<file path="config.mk">
export PLATFORM = sky130hd
export DESIGN_NAME = hvs_supervisor
export DESIGN_NICKNAME = d
export VERILOG_FILES = /design/src/hvs_pkg.sv /design/src/hvs_supervisor.sv
export SDC_FILE = /design/constraint.sdc
export NUM_CORES = 1
export LEC_CHECK = 0
export BUFFER_PORTS_ARGS = -buffer_cell sky130_fd_sc_hd__buf_2
export CORE_UTILIZATION = 55
export CTS_CLUSTER_SIZE = 8
export DETAILED_ROUTE_END_ITERATION = 10
export GPL_TIMING_DRIVEN = 0
export PLACE_DENSITY = 0.73
export SYNTH_ARGS = -nofsm -noshare
export SYNTH_HDL_FRONTEND = slang
export SYNTH_SLANG_ARGS = --single-unit
</file>
<file path="constraint.sdc">
create_clock -name clock -period 5.4 [get_ports clock]
set_clock_uncertainty 0.2 [all_clocks]
set_input_delay 1.08 -clock clock [delete_from_list [all_inputs] [get_ports clock]]
set_output_delay 1.08 -clock clock [all_outputs]
set_load 0.005 [all_outputs]
</file>
<file path="src/hvs_pkg.sv">
package hvs_pkg;

  // ----------------------------------------
  // timing
  // ----------------------------------------
  localparam int unsigned CLK_HZ = 100_000_000;
  localparam int unsigned TICK_MS = 1;
  localparam int unsigned TICK_CYC = CLK_HZ / 1000 * TICK_MS;
  localparam int unsigned HOLD_ON_MS = 2000;
  localparam int unsigned BLANK_MS = 4000;
  localparam int unsigned LIMIT_ON_MS = 600_000;
  localparam int unsigned COOL_OFF_MS = 300_000;
  localparam int unsigned SHORT_MS = 30_000;
  localparam int unsigned SD_BEEP_MS = 5000;
  localparam int unsigned BEEP_MS = 200;
  localparam int unsigned GAP_MS = 200;
  localparam logic [2:0] COOL_CYCLES = 3'h5;

  // ----------------------------------------
  // current margins, voltage steps
  // ----------------------------------------
  localparam int unsigned NEAR_SHIFT = 4;
  localparam int unsigned DROP_SHIFT = 2;
  localparam logic [11:0] V_STEP = 12'h0010;

  // ----------------------------------------
  // status codes
  // ----------------------------------------
  localparam logic [7:0] ST_OFF = 8'h00;
  localparam logic [7:0] ST_RUN = 8'h10;
  localparam logic [7:0] ST_COOL = 8'h02;
  localparam logic [7:0] ST_SHUT = 8'h03;
  localparam logic [7:0] ST_ILOCK = 8'h04;

  typedef enum logic [2:0] {
    HVS_OFF,
    HVS_RUN,
    HVS_COOL,
    HVS_SHUT,
    HVS_ILOCK
  } hvs_state_t;

  typedef struct packed {
    logic [11:0] v_max;
    logic [11:0] i_max;
  } hvs_limits_t;

  typedef struct packed {
    logic [7:0] status_code;
    logic [2:0] cooldown_cycle_code;
    logic shutdown_code;
    logic hv_on_led;
    logic show_voltage;
    logic show_current;
  } hvs_display_t;

endpackage

</file>
<file path="src/hvs_supervisor.sv">
`timescale 1ns/100ps
// Notes on behaviour
// - output on only while ground-sense and cable shield are both intact
// - ground fault forces output off and, outside shut-down, lights the ground fault indicator
// - after a ground fault stay off until intact and button held again
// - turn on only after button held two seconds; then light led, show voltage
// - ramp voltage up toward the configured maximum; load may hold it lower
// - blank current display for a few seconds after turn-on
// - at current limit step the voltage down until current is below limit
// - near-limit current for ten minutes switches off into a cool-down
// - each cool-down holds output off five minutes, then restarts it
// - repeat cycles; after five full cycles enter shut-down
// - current well below limit restarts the sequence, count and timers
// - cool-down shows a code carrying the cycle number one to five
// - entering each cool-down sounds as many short beeps as its number
// - shut-down turns output off, five second beep, shows shut-down code
// - output shorted thirty seconds enters shut-down
// - from shut-down stay off until button held two seconds
// - a configuration switch defeats both cool-down and shut-down
// - button press while on turns output off at once
// - status code off 00, running 10, cooling 02, shut-down 03, interlock 04
module hvs_supervisor
  import hvs_pkg::*;
#(
  parameter int unsigned TICK_CYCLES = TICK_CYC,
  parameter int unsigned HOLD_TICKS = HOLD_ON_MS,
  parameter int unsigned BLANK_TICKS = BLANK_MS,
  parameter int unsigned LIMIT_TICKS = LIMIT_ON_MS,
  parameter int unsigned COOL_TICKS = COOL_OFF_MS,
  parameter int unsigned SHORT_TICKS = SHORT_MS,
  parameter int unsigned SD_BEEP_TICKS = SD_BEEP_MS,
  parameter int unsigned BEEP_TICKS = BEEP_MS
) (
  // clock and reset
  input wire logic clock,
  input wire logic rst_b,
  // pins
  input wire logic ground_sense_ok,
  input wire logic shield_ok,
  input wire logic hv_button,
  input wire logic hv_short,
  input wire logic cooldown_defeat,
  // measurements and settings
  input wire logic [11:0] i_meas,
  input wire hvs_limits_t limits,
  // outputs
  output logic hv_enable,
  output logic [11:0] v_set,
  output logic ground_fault_indicator,
  output logic beeper,
  output hvs_display_t disp
);

  // ----------------------------------------
  // input synchronisers
  // ----------------------------------------
  logic [4:0] sync1_q;
  logic [4:0] sync2_q;
  always_ff @(posedge clock or negedge rst_b) begin
    if (!rst_b) begin
      // ground bits idle intact, no false fault after reset
      sync1_q <= 5'h03;
      sync2_q <= 5'h03;
    end else begin
      sync1_q <= {cooldown_defeat, hv_short, hv_button, shield_ok, ground_sense_ok};
      sync2_q <= sync1_q;
    end
  end
  logic gnd_ok, btn, shorted, defeat;
  assign gnd_ok = sync2_q[0] & sync2_q[1];
  assign btn = sync2_q[2];
  assign shorted = sync2_q[3];
  assign defeat = sync2_q[4];

  // ----------------------------------------
  // common tick
  // ----------------------------------------
  logic [31:0] pre_q;
  logic tick_q;
  always_ff @(posedge clock or negedge rst_b) begin
    if (!rst_b) begin
      pre_q <= 32'h0000_0000;
      tick_q <= 1'b0;
    end else if (pre_q >= TICK_CYCLES - 1) begin
      pre_q <= 32'h0000_0000;
      tick_q <= 1'b1;
    end else begin
      pre_q <= pre_q + 32'h0000_0001;
      tick_q <= 1'b0;
    end
  end

  // ----------------------------------------
  // current thresholds with hysteresis
  // ----------------------------------------
  logic at_lim, near_on, drop_lvl, near_q;
  assign at_lim = i_meas >= limits.i_max;
  assign near_on = i_meas >= limits.i_max - (limits.i_max >> NEAR_SHIFT);
  assign drop_lvl = i_meas < limits.i_max - (limits.i_max >> DROP_SHIFT);
  always_ff @(posedge clock or negedge rst_b) begin
    if (!rst_b) begin
      near_q <= 1'b0;
    end else if (near_on) begin
      near_q <= 1'b1;
    end else if (drop_lvl) begin
      near_q <= 1'b0;
    end
  end

  // ----------------------------------------
  // button press edge and hold counter
  // ----------------------------------------
  logic btn_q;
  logic [31:0] hold_q;
  logic held, press;
  assign press = btn & ~btn_q;
  assign held = btn && hold_q >= HOLD_TICKS;
  always_ff @(posedge clock or negedge rst_b) begin
    if (!rst_b) begin
      btn_q <= 1'b0;
      hold_q <= 32'h0000_0000;
    end else begin
      btn_q <= btn;
      if (!btn || !gnd_ok) begin
        hold_q <= 32'h0000_0000;
      end else if (tick_q && hold_q < HOLD_TICKS) begin
        hold_q <= hold_q + 32'h0000_0001;
      end
    end
  end

  // ----------------------------------------
  // supply state machine
  // ----------------------------------------
  hvs_state_t st_q;
  logic [31:0] tmr_q;
  logic [31:0] sht_q;
  logic [2:0] cyc_q;
  logic [3:0] beeps_q;
  logic long_beep_q;
  logic start_beep;
  logic hv_prev_q;
  logic beep_done;
  always_ff @(posedge clock or negedge rst_b) begin
    if (!rst_b) begin
      st_q <= HVS_OFF;
      tmr_q <= 32'h0000_0000;
      sht_q <= 32'h0000_0000;
      cyc_q <= 3'h0;
      beeps_q <= 4'h0;
      long_beep_q <= 1'b0;
      start_beep <= 1'b0;
    end else begin
      start_beep <= 1'b0;
      if (beep_done) beeps_q <= beeps_q - 4'h1;
      if (!gnd_ok && st_q != HVS_SHUT) begin
        st_q <= HVS_ILOCK;
        cyc_q <= 3'h0;
        tmr_q <= 32'h0000_0000;
      end else begin
        unique case (st_q)
          HVS_OFF, HVS_ILOCK: begin
            if (held) begin
              st_q <= HVS_RUN;
              tmr_q <= 32'h0000_0000;
              sht_q <= 32'h0000_0000;
              cyc_q <= 3'h0;
            end
          end
          HVS_RUN: begin
            if (press && !held) begin
              st_q <= HVS_OFF;
            end else if (!defeat && shorted && sht_q >= SHORT_TICKS) begin
              st_q <= HVS_SHUT;
              long_beep_q <= 1'b1;
              tmr_q <= 32'h0000_0000;
            end else if (defeat || !near_q) begin
              tmr_q <= 32'h0000_0000;
              if (!defeat) cyc_q <= 3'h0;
            end else if (tmr_q >= LIMIT_TICKS) begin
              if (cyc_q >= COOL_CYCLES) begin
                st_q <= HVS_SHUT;
                long_beep_q <= 1'b1;
              end else begin
                st_q <= HVS_COOL;
                cyc_q <= cyc_q + 3'h1;
                beeps_q <= {1'b0, cyc_q + 3'h1};
                start_beep <= 1'b1;
              end
              tmr_q <= 32'h0000_0000;
            end else if (tick_q) begin
              tmr_q <= tmr_q + 32'h0000_0001;
            end
            if (tick_q && shorted) sht_q <= sht_q + 32'h0000_0001;
            else if (!shorted) sht_q <= 32'h0000_0000;
          end
          HVS_COOL: begin
            if (defeat || drop_lvl) begin
              st_q <= HVS_RUN;
              cyc_q <= 3'h0;
              tmr_q <= 32'h0000_0000;
            end else if (tmr_q >= COOL_TICKS) begin
              st_q <= HVS_RUN;
              tmr_q <= 32'h0000_0000;
            end else if (tick_q) begin
              tmr_q <= tmr_q + 32'h0000_0001;
            end
          end
          HVS_SHUT: begin
            if (held && gnd_ok) begin
              st_q <= HVS_RUN;
              cyc_q <= 3'h0;
              sht_q <= 32'h0000_0000;
              tmr_q <= 32'h0000_0000;
            end else if (long_beep_q && tick_q) begin
              if (tmr_q >= SD_BEEP_TICKS - 1) long_beep_q <= 1'b0;
              tmr_q <= tmr_q + 32'h0000_0001;
            end
          end
          default: st_q <= HVS_OFF;
        endcase
      end
    end
  end

  // ----------------------------------------
  // short beep sequencer
  // ----------------------------------------
  logic [31:0] bt_q;
  assign beep_done = tick_q && beeps_q != 4'h0 && bt_q >= 2 * BEEP_TICKS - 1;
  always_ff @(posedge clock or negedge rst_b) begin
    if (!rst_b) begin
      bt_q <= 32'h0000_0000;
    end else if (start_beep || beeps_q == 4'h0 || beep_done) begin
      bt_q <= 32'h0000_0000;
    end else if (tick_q) begin
      bt_q <= bt_q + 32'h0000_0001;
    end
  end

  // ----------------------------------------
  // voltage ramp and current limiting
  // ----------------------------------------
  logic running;
  assign running = st_q == HVS_RUN;
  always_ff @(posedge clock or negedge rst_b) begin
    if (!rst_b) begin
      v_set <= 12'h000;
    end else if (!running) begin
      v_set <= 12'h000;
    end else if (v_set > limits.v_max) begin
      v_set <= limits.v_max;
    end else if (tick_q) begin
      if (at_lim) begin
        v_set <= (v_set > V_STEP) ? v_set - V_STEP : 12'h000;
      end else if (v_set < limits.v_max) begin
        v_set <= (limits.v_max - v_set > V_STEP) ? v_set + V_STEP : limits.v_max;
      end
    end
  end

  // ----------------------------------------
  // display blanking after turn-on
  // ----------------------------------------
  logic [31:0] blank_q;
  always_ff @(posedge clock or negedge rst_b) begin
    if (!rst_b) begin
      blank_q <= 32'h0000_0000;
      hv_prev_q <= 1'b0;
    end else begin
      hv_prev_q <= running;
      if (running && !hv_prev_q) begin
        blank_q <= 32'h0000_0000;
      end else if (tick_q && blank_q < BLANK_TICKS) begin
        blank_q <= blank_q + 32'h0000_0001;
      end
    end
  end

  // ----------------------------------------
  // registered outputs
  // ----------------------------------------
  always_ff @(posedge clock or negedge rst_b) begin
    if (!rst_b) begin
      hv_enable <= 1'b0;
      ground_fault_indicator <= 1'b0;
      beeper <= 1'b0;
      disp <= '0;
    end else begin
      hv_enable <= running && gnd_ok;
      ground_fault_indicator <= st_q == HVS_ILOCK;
      beeper <= long_beep_q || (beeps_q != 4'h0 && bt_q < BEEP_TICKS);
      disp.hv_on_led <= running;
      disp.show_voltage <= running;
      disp.show_current <= running && blank_q >= BLANK_TICKS;
      disp.cooldown_cycle_code <= (st_q == HVS_COOL) ? cyc_q : 3'h0;
      disp.shutdown_code <= st_q == HVS_SHUT;
      unique case (st_q)
        HVS_RUN: disp.status_code <= ST_RUN;
        HVS_COOL: disp.status_code <= ST_COOL;
        HVS_SHUT: disp.status_code <= ST_SHUT;
        HVS_ILOCK: disp.status_code <= ST_ILOCK;
        default: disp.status_code <= ST_OFF;
      endcase
    end
  end
endmodule

</file>
Word level (Yosys, flattened, before mapping)
Index checks and enable logic that the tools add are counted.

storage, ports and cells
  bits in registers = 243
  latch bits = 0
  bits in writable memories = 0
  bits in read-only memories = 0
  input port bits = 43
  output and inout port bits = 30
  word-level logic and storage cells = 216
  memories kept = 0

operators by class
  $add $sub $neg = 13
  $mul = 0
  divide/modulo/power cells = 0
  $lt $le $gt $ge = 19
  equal/unequal tests = 29
  shifts and indexed selects = 0
  mux-type cells = 81
  bitwise operators = 4
  reduce and logical (&&, ||, !) cells = 45

operators by type and width
  kind                                                                                    count
  32-bit 2-to-1 mux                                                                       21
  32-bit by 1-bit adder with 32-bit output (second input constant)                        6
  32-bit one-hot mux with 4 select lines                                                  1
  32-bit one-hot mux with 3 select lines                                                  1
  12-bit 2-to-1 mux                                                                       7
  3-bit 2-to-1 mux                                                                        20
  32-bit by 11-bit greater-or-equal comparator with 1-bit output (second input constant)  1
  32-bit by 12-bit greater-or-equal comparator with 1-bit output (second input constant)  1
  32-bit by 13-bit greater-or-equal comparator with 1-bit output (second input constant)  1
  32-bit by 15-bit greater-or-equal comparator with 1-bit output (second input constant)  1
  32-bit by 17-bit greater-or-equal comparator with 1-bit output (second input constant)  1
  32-bit by 19-bit greater-or-equal comparator with 1-bit output (second input constant)  1
  32-bit by 20-bit greater-or-equal comparator with 1-bit output (second input constant)  1
  32-bit by 9-bit greater-or-equal comparator with 1-bit output (second input constant)   1
  32-bit by 11-bit < comparator with 1-bit output (second input constant)                 1
  32-bit by 12-bit < comparator with 1-bit output (second input constant)                 1
  32-bit by 8-bit < comparator with 1-bit output (second input constant)                  1
  4-bit 2-to-1 mux                                                                        8
  12-bit greater-or-equal comparator                                                      2
  12-bit by 5-bit > comparator with 1-bit output (second input constant)                  2
  12-bit < comparator                                                                     2
  3-bit one-hot mux with 4 select lines                                                   2
  5-bit one-hot mux with 4 select lines                                                   1
  1-bit 2-to-1 mux                                                                        19
  38 further kinds                                                                        88

Depth between registers and ports, before layout
  depth after elaboration = 11
  gate-level depth with buffers = 21
  depth with buffers taken out = 20

Worst setup path after synthesis
No wires, ideal clock.

  kind = in2reg
  start point = input port limits[0] (netlist name)
  end point = register tmr_q[6]
  setup time = 0.119 ns
  data arrival time = 4.885 ns
  data required time = 5.081 ns
  path slack = 0.196 ns
  stages = 20
  buffers on the path = 1
  cell sequence = inv_1 > ha_1 > inv_1 > fa_1 > a21o_1 > a21oi_1 > o21bai_1 > a21oi_1 > o21bai_1 > a21o_1 > a311o_1 > ha_1 > a211o_1 > a211oi_1 > a221oi_1 > o21ai_1 > clkbuf_1 > nand4_1 > a21oi_1 > nor2_1

on the way
  cells in the longest elaborated chain, start to end = 6

RTL lines
  what                                            line                   RTL
  start: declaration                              hvs_supervisor.sv:45   input wire hvs_limits_t limits,
  12-bit by 10-bit subtractor with 12-bit output  hvs_supervisor.sv:99   assign drop_lvl = i_meas < limits.i_max - (limits.i_max >> DROP_SHIFT);
  12-bit < comparator                             hvs_supervisor.sv:99
  1-bit logical OR                                hvs_supervisor.sv:198  if (defeat || drop_lvl) begin
  32-bit 2-to-1 mux                               hvs_supervisor.sv:198
  32-bit one-hot mux with 4 select lines          hvs_supervisor.sv:161  unique case (st_q)
  32-bit 2-to-1 mux                               hvs_supervisor.sv:156  if (!gnd_ok && st_q != HVS_SHUT) begin
  end signal: assignment                          hvs_supervisor.sv:192  tmr_q <= tmr_q + 32'h0000_0001;
  end signal: assignment                          hvs_supervisor.sv:206  tmr_q <= tmr_q + 32'h0000_0001;
  end signal: assignment                          hvs_supervisor.sv:217  tmr_q <= tmr_q + 32'h0000_0001;
  end: declaration                                hvs_supervisor.sv:136  logic [31:0] tmr_q;

Every way passes these cells.
A chain may end at the register's enable or synchronous reset.

Worst setup path in the final report
  start point = input port limits[0] (netlist name)
  end point = register tmr_q[27]

Same word-level chain as after synthesis.

==> metrics <==
highest metal layer with signal wires=met4; CTS sink cnt=240; Die W=163 um; hold endpoint=sync2_q[4]$_DFF_PN0_; Post-synth EDFFs=0; Internal=3350 uW; Comb pwr share=0.155; Seq/Total Area, Yosys=0.423; Hold Path Class=reg -> reg; Critical Path Fanout Max=10; WP buf/inv=4; first-pass GRT wire length=55,000 um; Leak=0.00736 uW; Wirelength per Cell=16.1 um; Post-DP HPWL=23,500 um; # hold bufs at CTS=0; largest stage delay on the critical path=400 ps; Routed Antenna Nets=0; Slew HR=0.346; Root Buffer=clkbuf_16; Synth area leaders=dfrtp_1, ha_1, nor2_1, a21oi_1, xnor2_1; CTS tree=done; final hold violations=0; WP data required=5630 ps; Vias per Instance=5.94; met1 WL=15,000 um; GRT Util Overall=0.253; number of max-cap violations=0; initial antenna violation count=0; Reg clk slew, reported paths=50 ps; Crit Path Class=in -> reg; Tcrit/Tclk final=0.963; switching pwr=1250 uW; Slew Viols, Final=0; Synth Area in Simple Gates=0.236; fin worst setup slack=202 ps; Crit Reg-Reg Endpoint=v_set[9]$_DFFE_PN0P_; grt ovf=0; vias in the first global route=11,585; fmax=192 MHz; Critical-path top delay cell=fa_1; initial core utilization=0.563; Crit path arrival time=5430 ps; Top FF cell, synth=dfrtp_1; average cell area after synthesis=9.03 um2; Post-layout nets=1,827; die height=163 um; Row Count=58; met3 wire len=1580 um; number of remaining DRC errors=0; YS warnings=0; Synth Instances=1,573; Initial DRT Pass Iterations=5; mux share of post-synthesis cell area=0.0134; register bit total from synthesis=240; HP Start=sync1_q[4]$_DFF_PN0_; Yosys cell types=84; CTS Buf Count=35; Final setup viols=0; I/O Buffers=68; largest net degree at the start of global routing=108; diodes inserted=0; DP Worst Slack=-820 ps; worst hold stages=0; area share of the largest cell type after synthesis=0.416; main combinational cell family by area after synthesis=simple AND/OR/NAND/NOR gates; status=completed; routability cong.=0.942; Worst R2R Path Depth=11; initial drt markers=872; H-tree levels=2; CP Launch Type=input port; Via Count=12,137; Routed WL=33,000 um; Worst-Margin Slew=972 ps; Clock power frac=0.427; Clock Path Buffers=3; Compound-Gate Fraction of Synth Area=0.160; share of post-route cells with drive strength above 1=0.0968; Net Sw Frac=0.271; Synth area leader=dfrtp_1; area grow syn2layout=13.7%; Fin Hold WS=141 ps; area of the die=26,500 um2; Critical Path Sink Type=flop; critical path's top delay family=compound AO/OA/AOI/OAI gates; RR Startpoint=v_set[6]$_DFFE_PN0P_; CORE AREA=25,300 um2; Seq pwr share=0.419; final std cells w/o fill=2,044; Placed Instances=1,991; Mapped Area=14,200 um2; post-synthesis xor/xnor area fraction=0.0530; crit-path cells=buf_2 > inv_1 > ha_1 > inv_1 > fa_1 > a21o_1 > a21oi_1 > o21bai_1 > a21oi_1 > o21bai_1 > a21o_1 > a311o_1 > ha_1 > a211o_1 > o2111ai_1 > a221oi_2 > o22ai_2 > a21oi_4 > clkbuf_4 > nand4_1 > mux2i_1; adder-cell share of the synthesized area=0.0763; peak supply drop=0.289 mV; num ports=73; fraction of registers with async set/reset=1.00; wire length on met2=15,600 um; reg2reg setup slack=1420 ps; min Tclk post-route=5200 ps; P per Cell Area=285 nW/um2; worst skew pair latency=510 ps
flip-flops by register name (all words and copies together), names as in the netlist, 3 cells and up:
| signal | count |
|---|---|
| hold_q | 32 |
| tmr_q | 32 |
| v_set | 12 |
| sht_q | 32 |
| cyc_q | 3 |
| st_q | 3 |
| sync1_q | 5 |
| blank_q | 32 |
| disp | 8 |
| sync2_q | 5 |
| beeps_q | 4 |
| bt_q | 32 |
| pre_q | 32 |
power by group through the flow:
stage / registers (uW) / logic, uW / clock network, uW
after global placement: 1950 / 673 / 0
after CTS: 1920 / 700 / 2010
final: 1920 / 711 / 1960
after floorplan: 1940 / 479 / 0
after global routing: 1930 / 805 / 2090
after detailed placement: 1950 / 696 / 0
how the worst max path moves through the flow:
stage | start | to | slack, ps | cells past startpoint
detailed placement | limits[3] | tmr_q[8]$_DFFE_PN0P_ | -820 | 21
global route | limits[0] | tmr_q[11]$_DFFE_PN0P_ | -50 | 21
global placement | rst_b | hold_q[14]$_DFFE_PN0P_ | -1180 | 1
floorplan | limits[0] | tmr_q[6]$_DFFE_PN0P_ | 200 | 20
finish | limits[0] | tmr_q[27]$_DFFE_PN0P_ | 200 | 21
CTS | limits[3] | tmr_q[3]$_DFFE_PN0P_ | 3 | 21
kinds of logic (layout without fill, tap and decap cells):
logic type,after synthesis,count (layout)
compound gates,352,352
xor+xnor,86,86
fa+ha+maj,85,85
buf+inv,132,255
flops,240,240
mux,18,18
other cells,1,19
simple gates,659,659
cell usage after synthesis (32+ instances only):
master / n
and3_1: 47
a31oi_1: 36
nor2_1: 207
nand3_1: 71
nor3_1: 37
xnor2_1: 49
inv_1: 71
a21oi_1: 101
ha_1: 81
dfrtp_1: 236
nor4_1: 32
xor2_1: 37
nand2_1: 105
clkbuf_1: 41
o21ai_0: 71
nand4_1: 40
cells in the final DEF, fill, tap and decap left out, types with 8 or more instances in the layout:
master     instances
nor2b_1           18
o31ai_1           13
dfrtp_1          236
nand4_1           40
a21o_1            22
conb_1            19
o21ai_0           71
o211ai_1          15
or3_1              9
o21a_1             8
nand2_1          105
buf_2             73
xnor2_1           49
and4_1            18
a21oi_1          100
nor4_1            32
mux2i_1           10
nor2_1           207
o21ai_1            8
a31oi_1           36
nand3_1           71
and2_1            24
xor2_1            37
and3_1            47
clkbuf_1          53
buf_4             10
clkbuf_16         36
nand2b_1          12
inv_1             71
ha_1              81
nor3_1            37
stage by stage:
step                 util  area [um2]  TNS [ps]  power [uW]
floorplan               -       14300         0        2420
global placement    0.595       15000   -287960        2620
detailed placement  0.598       15100    -16580        2650
CTS                 0.636       16100         0        4640
global route        0.639       16100      -335        4830
finish              0.639       16100         0        4600
timing repair:
| item | in CTS | in global routing |
|---|---|---|
| resized for setup | 2 | 15 |
| pin swaps | 0 | 1 |
| endpoints found under the setup margin | 13 | 26 |
| buffers inserted | 0 | 2 |
| cloned | 0 | 0 |
final cells by class:
cell class | count | area [um2]
Buffer | 59 | 279
Tap cell | 330 | 413
Fill cell | 2100 | 9110
Clock inverter | 2 | 25.0
Clock buffer | 49 | 950
Inverter | 73 | 274
Multi-Input combinational cell | 1219 | 7780
Timing Repair Buffer | 72 | 420
Sequential cell | 240 | 6010
metal layers:
| metal | track usage | vias to the layer above |
|---|---|---|
| met4 | 0.0794 | 0 |
| met5 | 0 | - |
| met3 | 0.0374 | 61 |
| met2 | 0.417 | 323 |
| met1 | 0.342 | 5839 |
| li1 | - | 5914 |
Power figures use the tool's default switching activity.
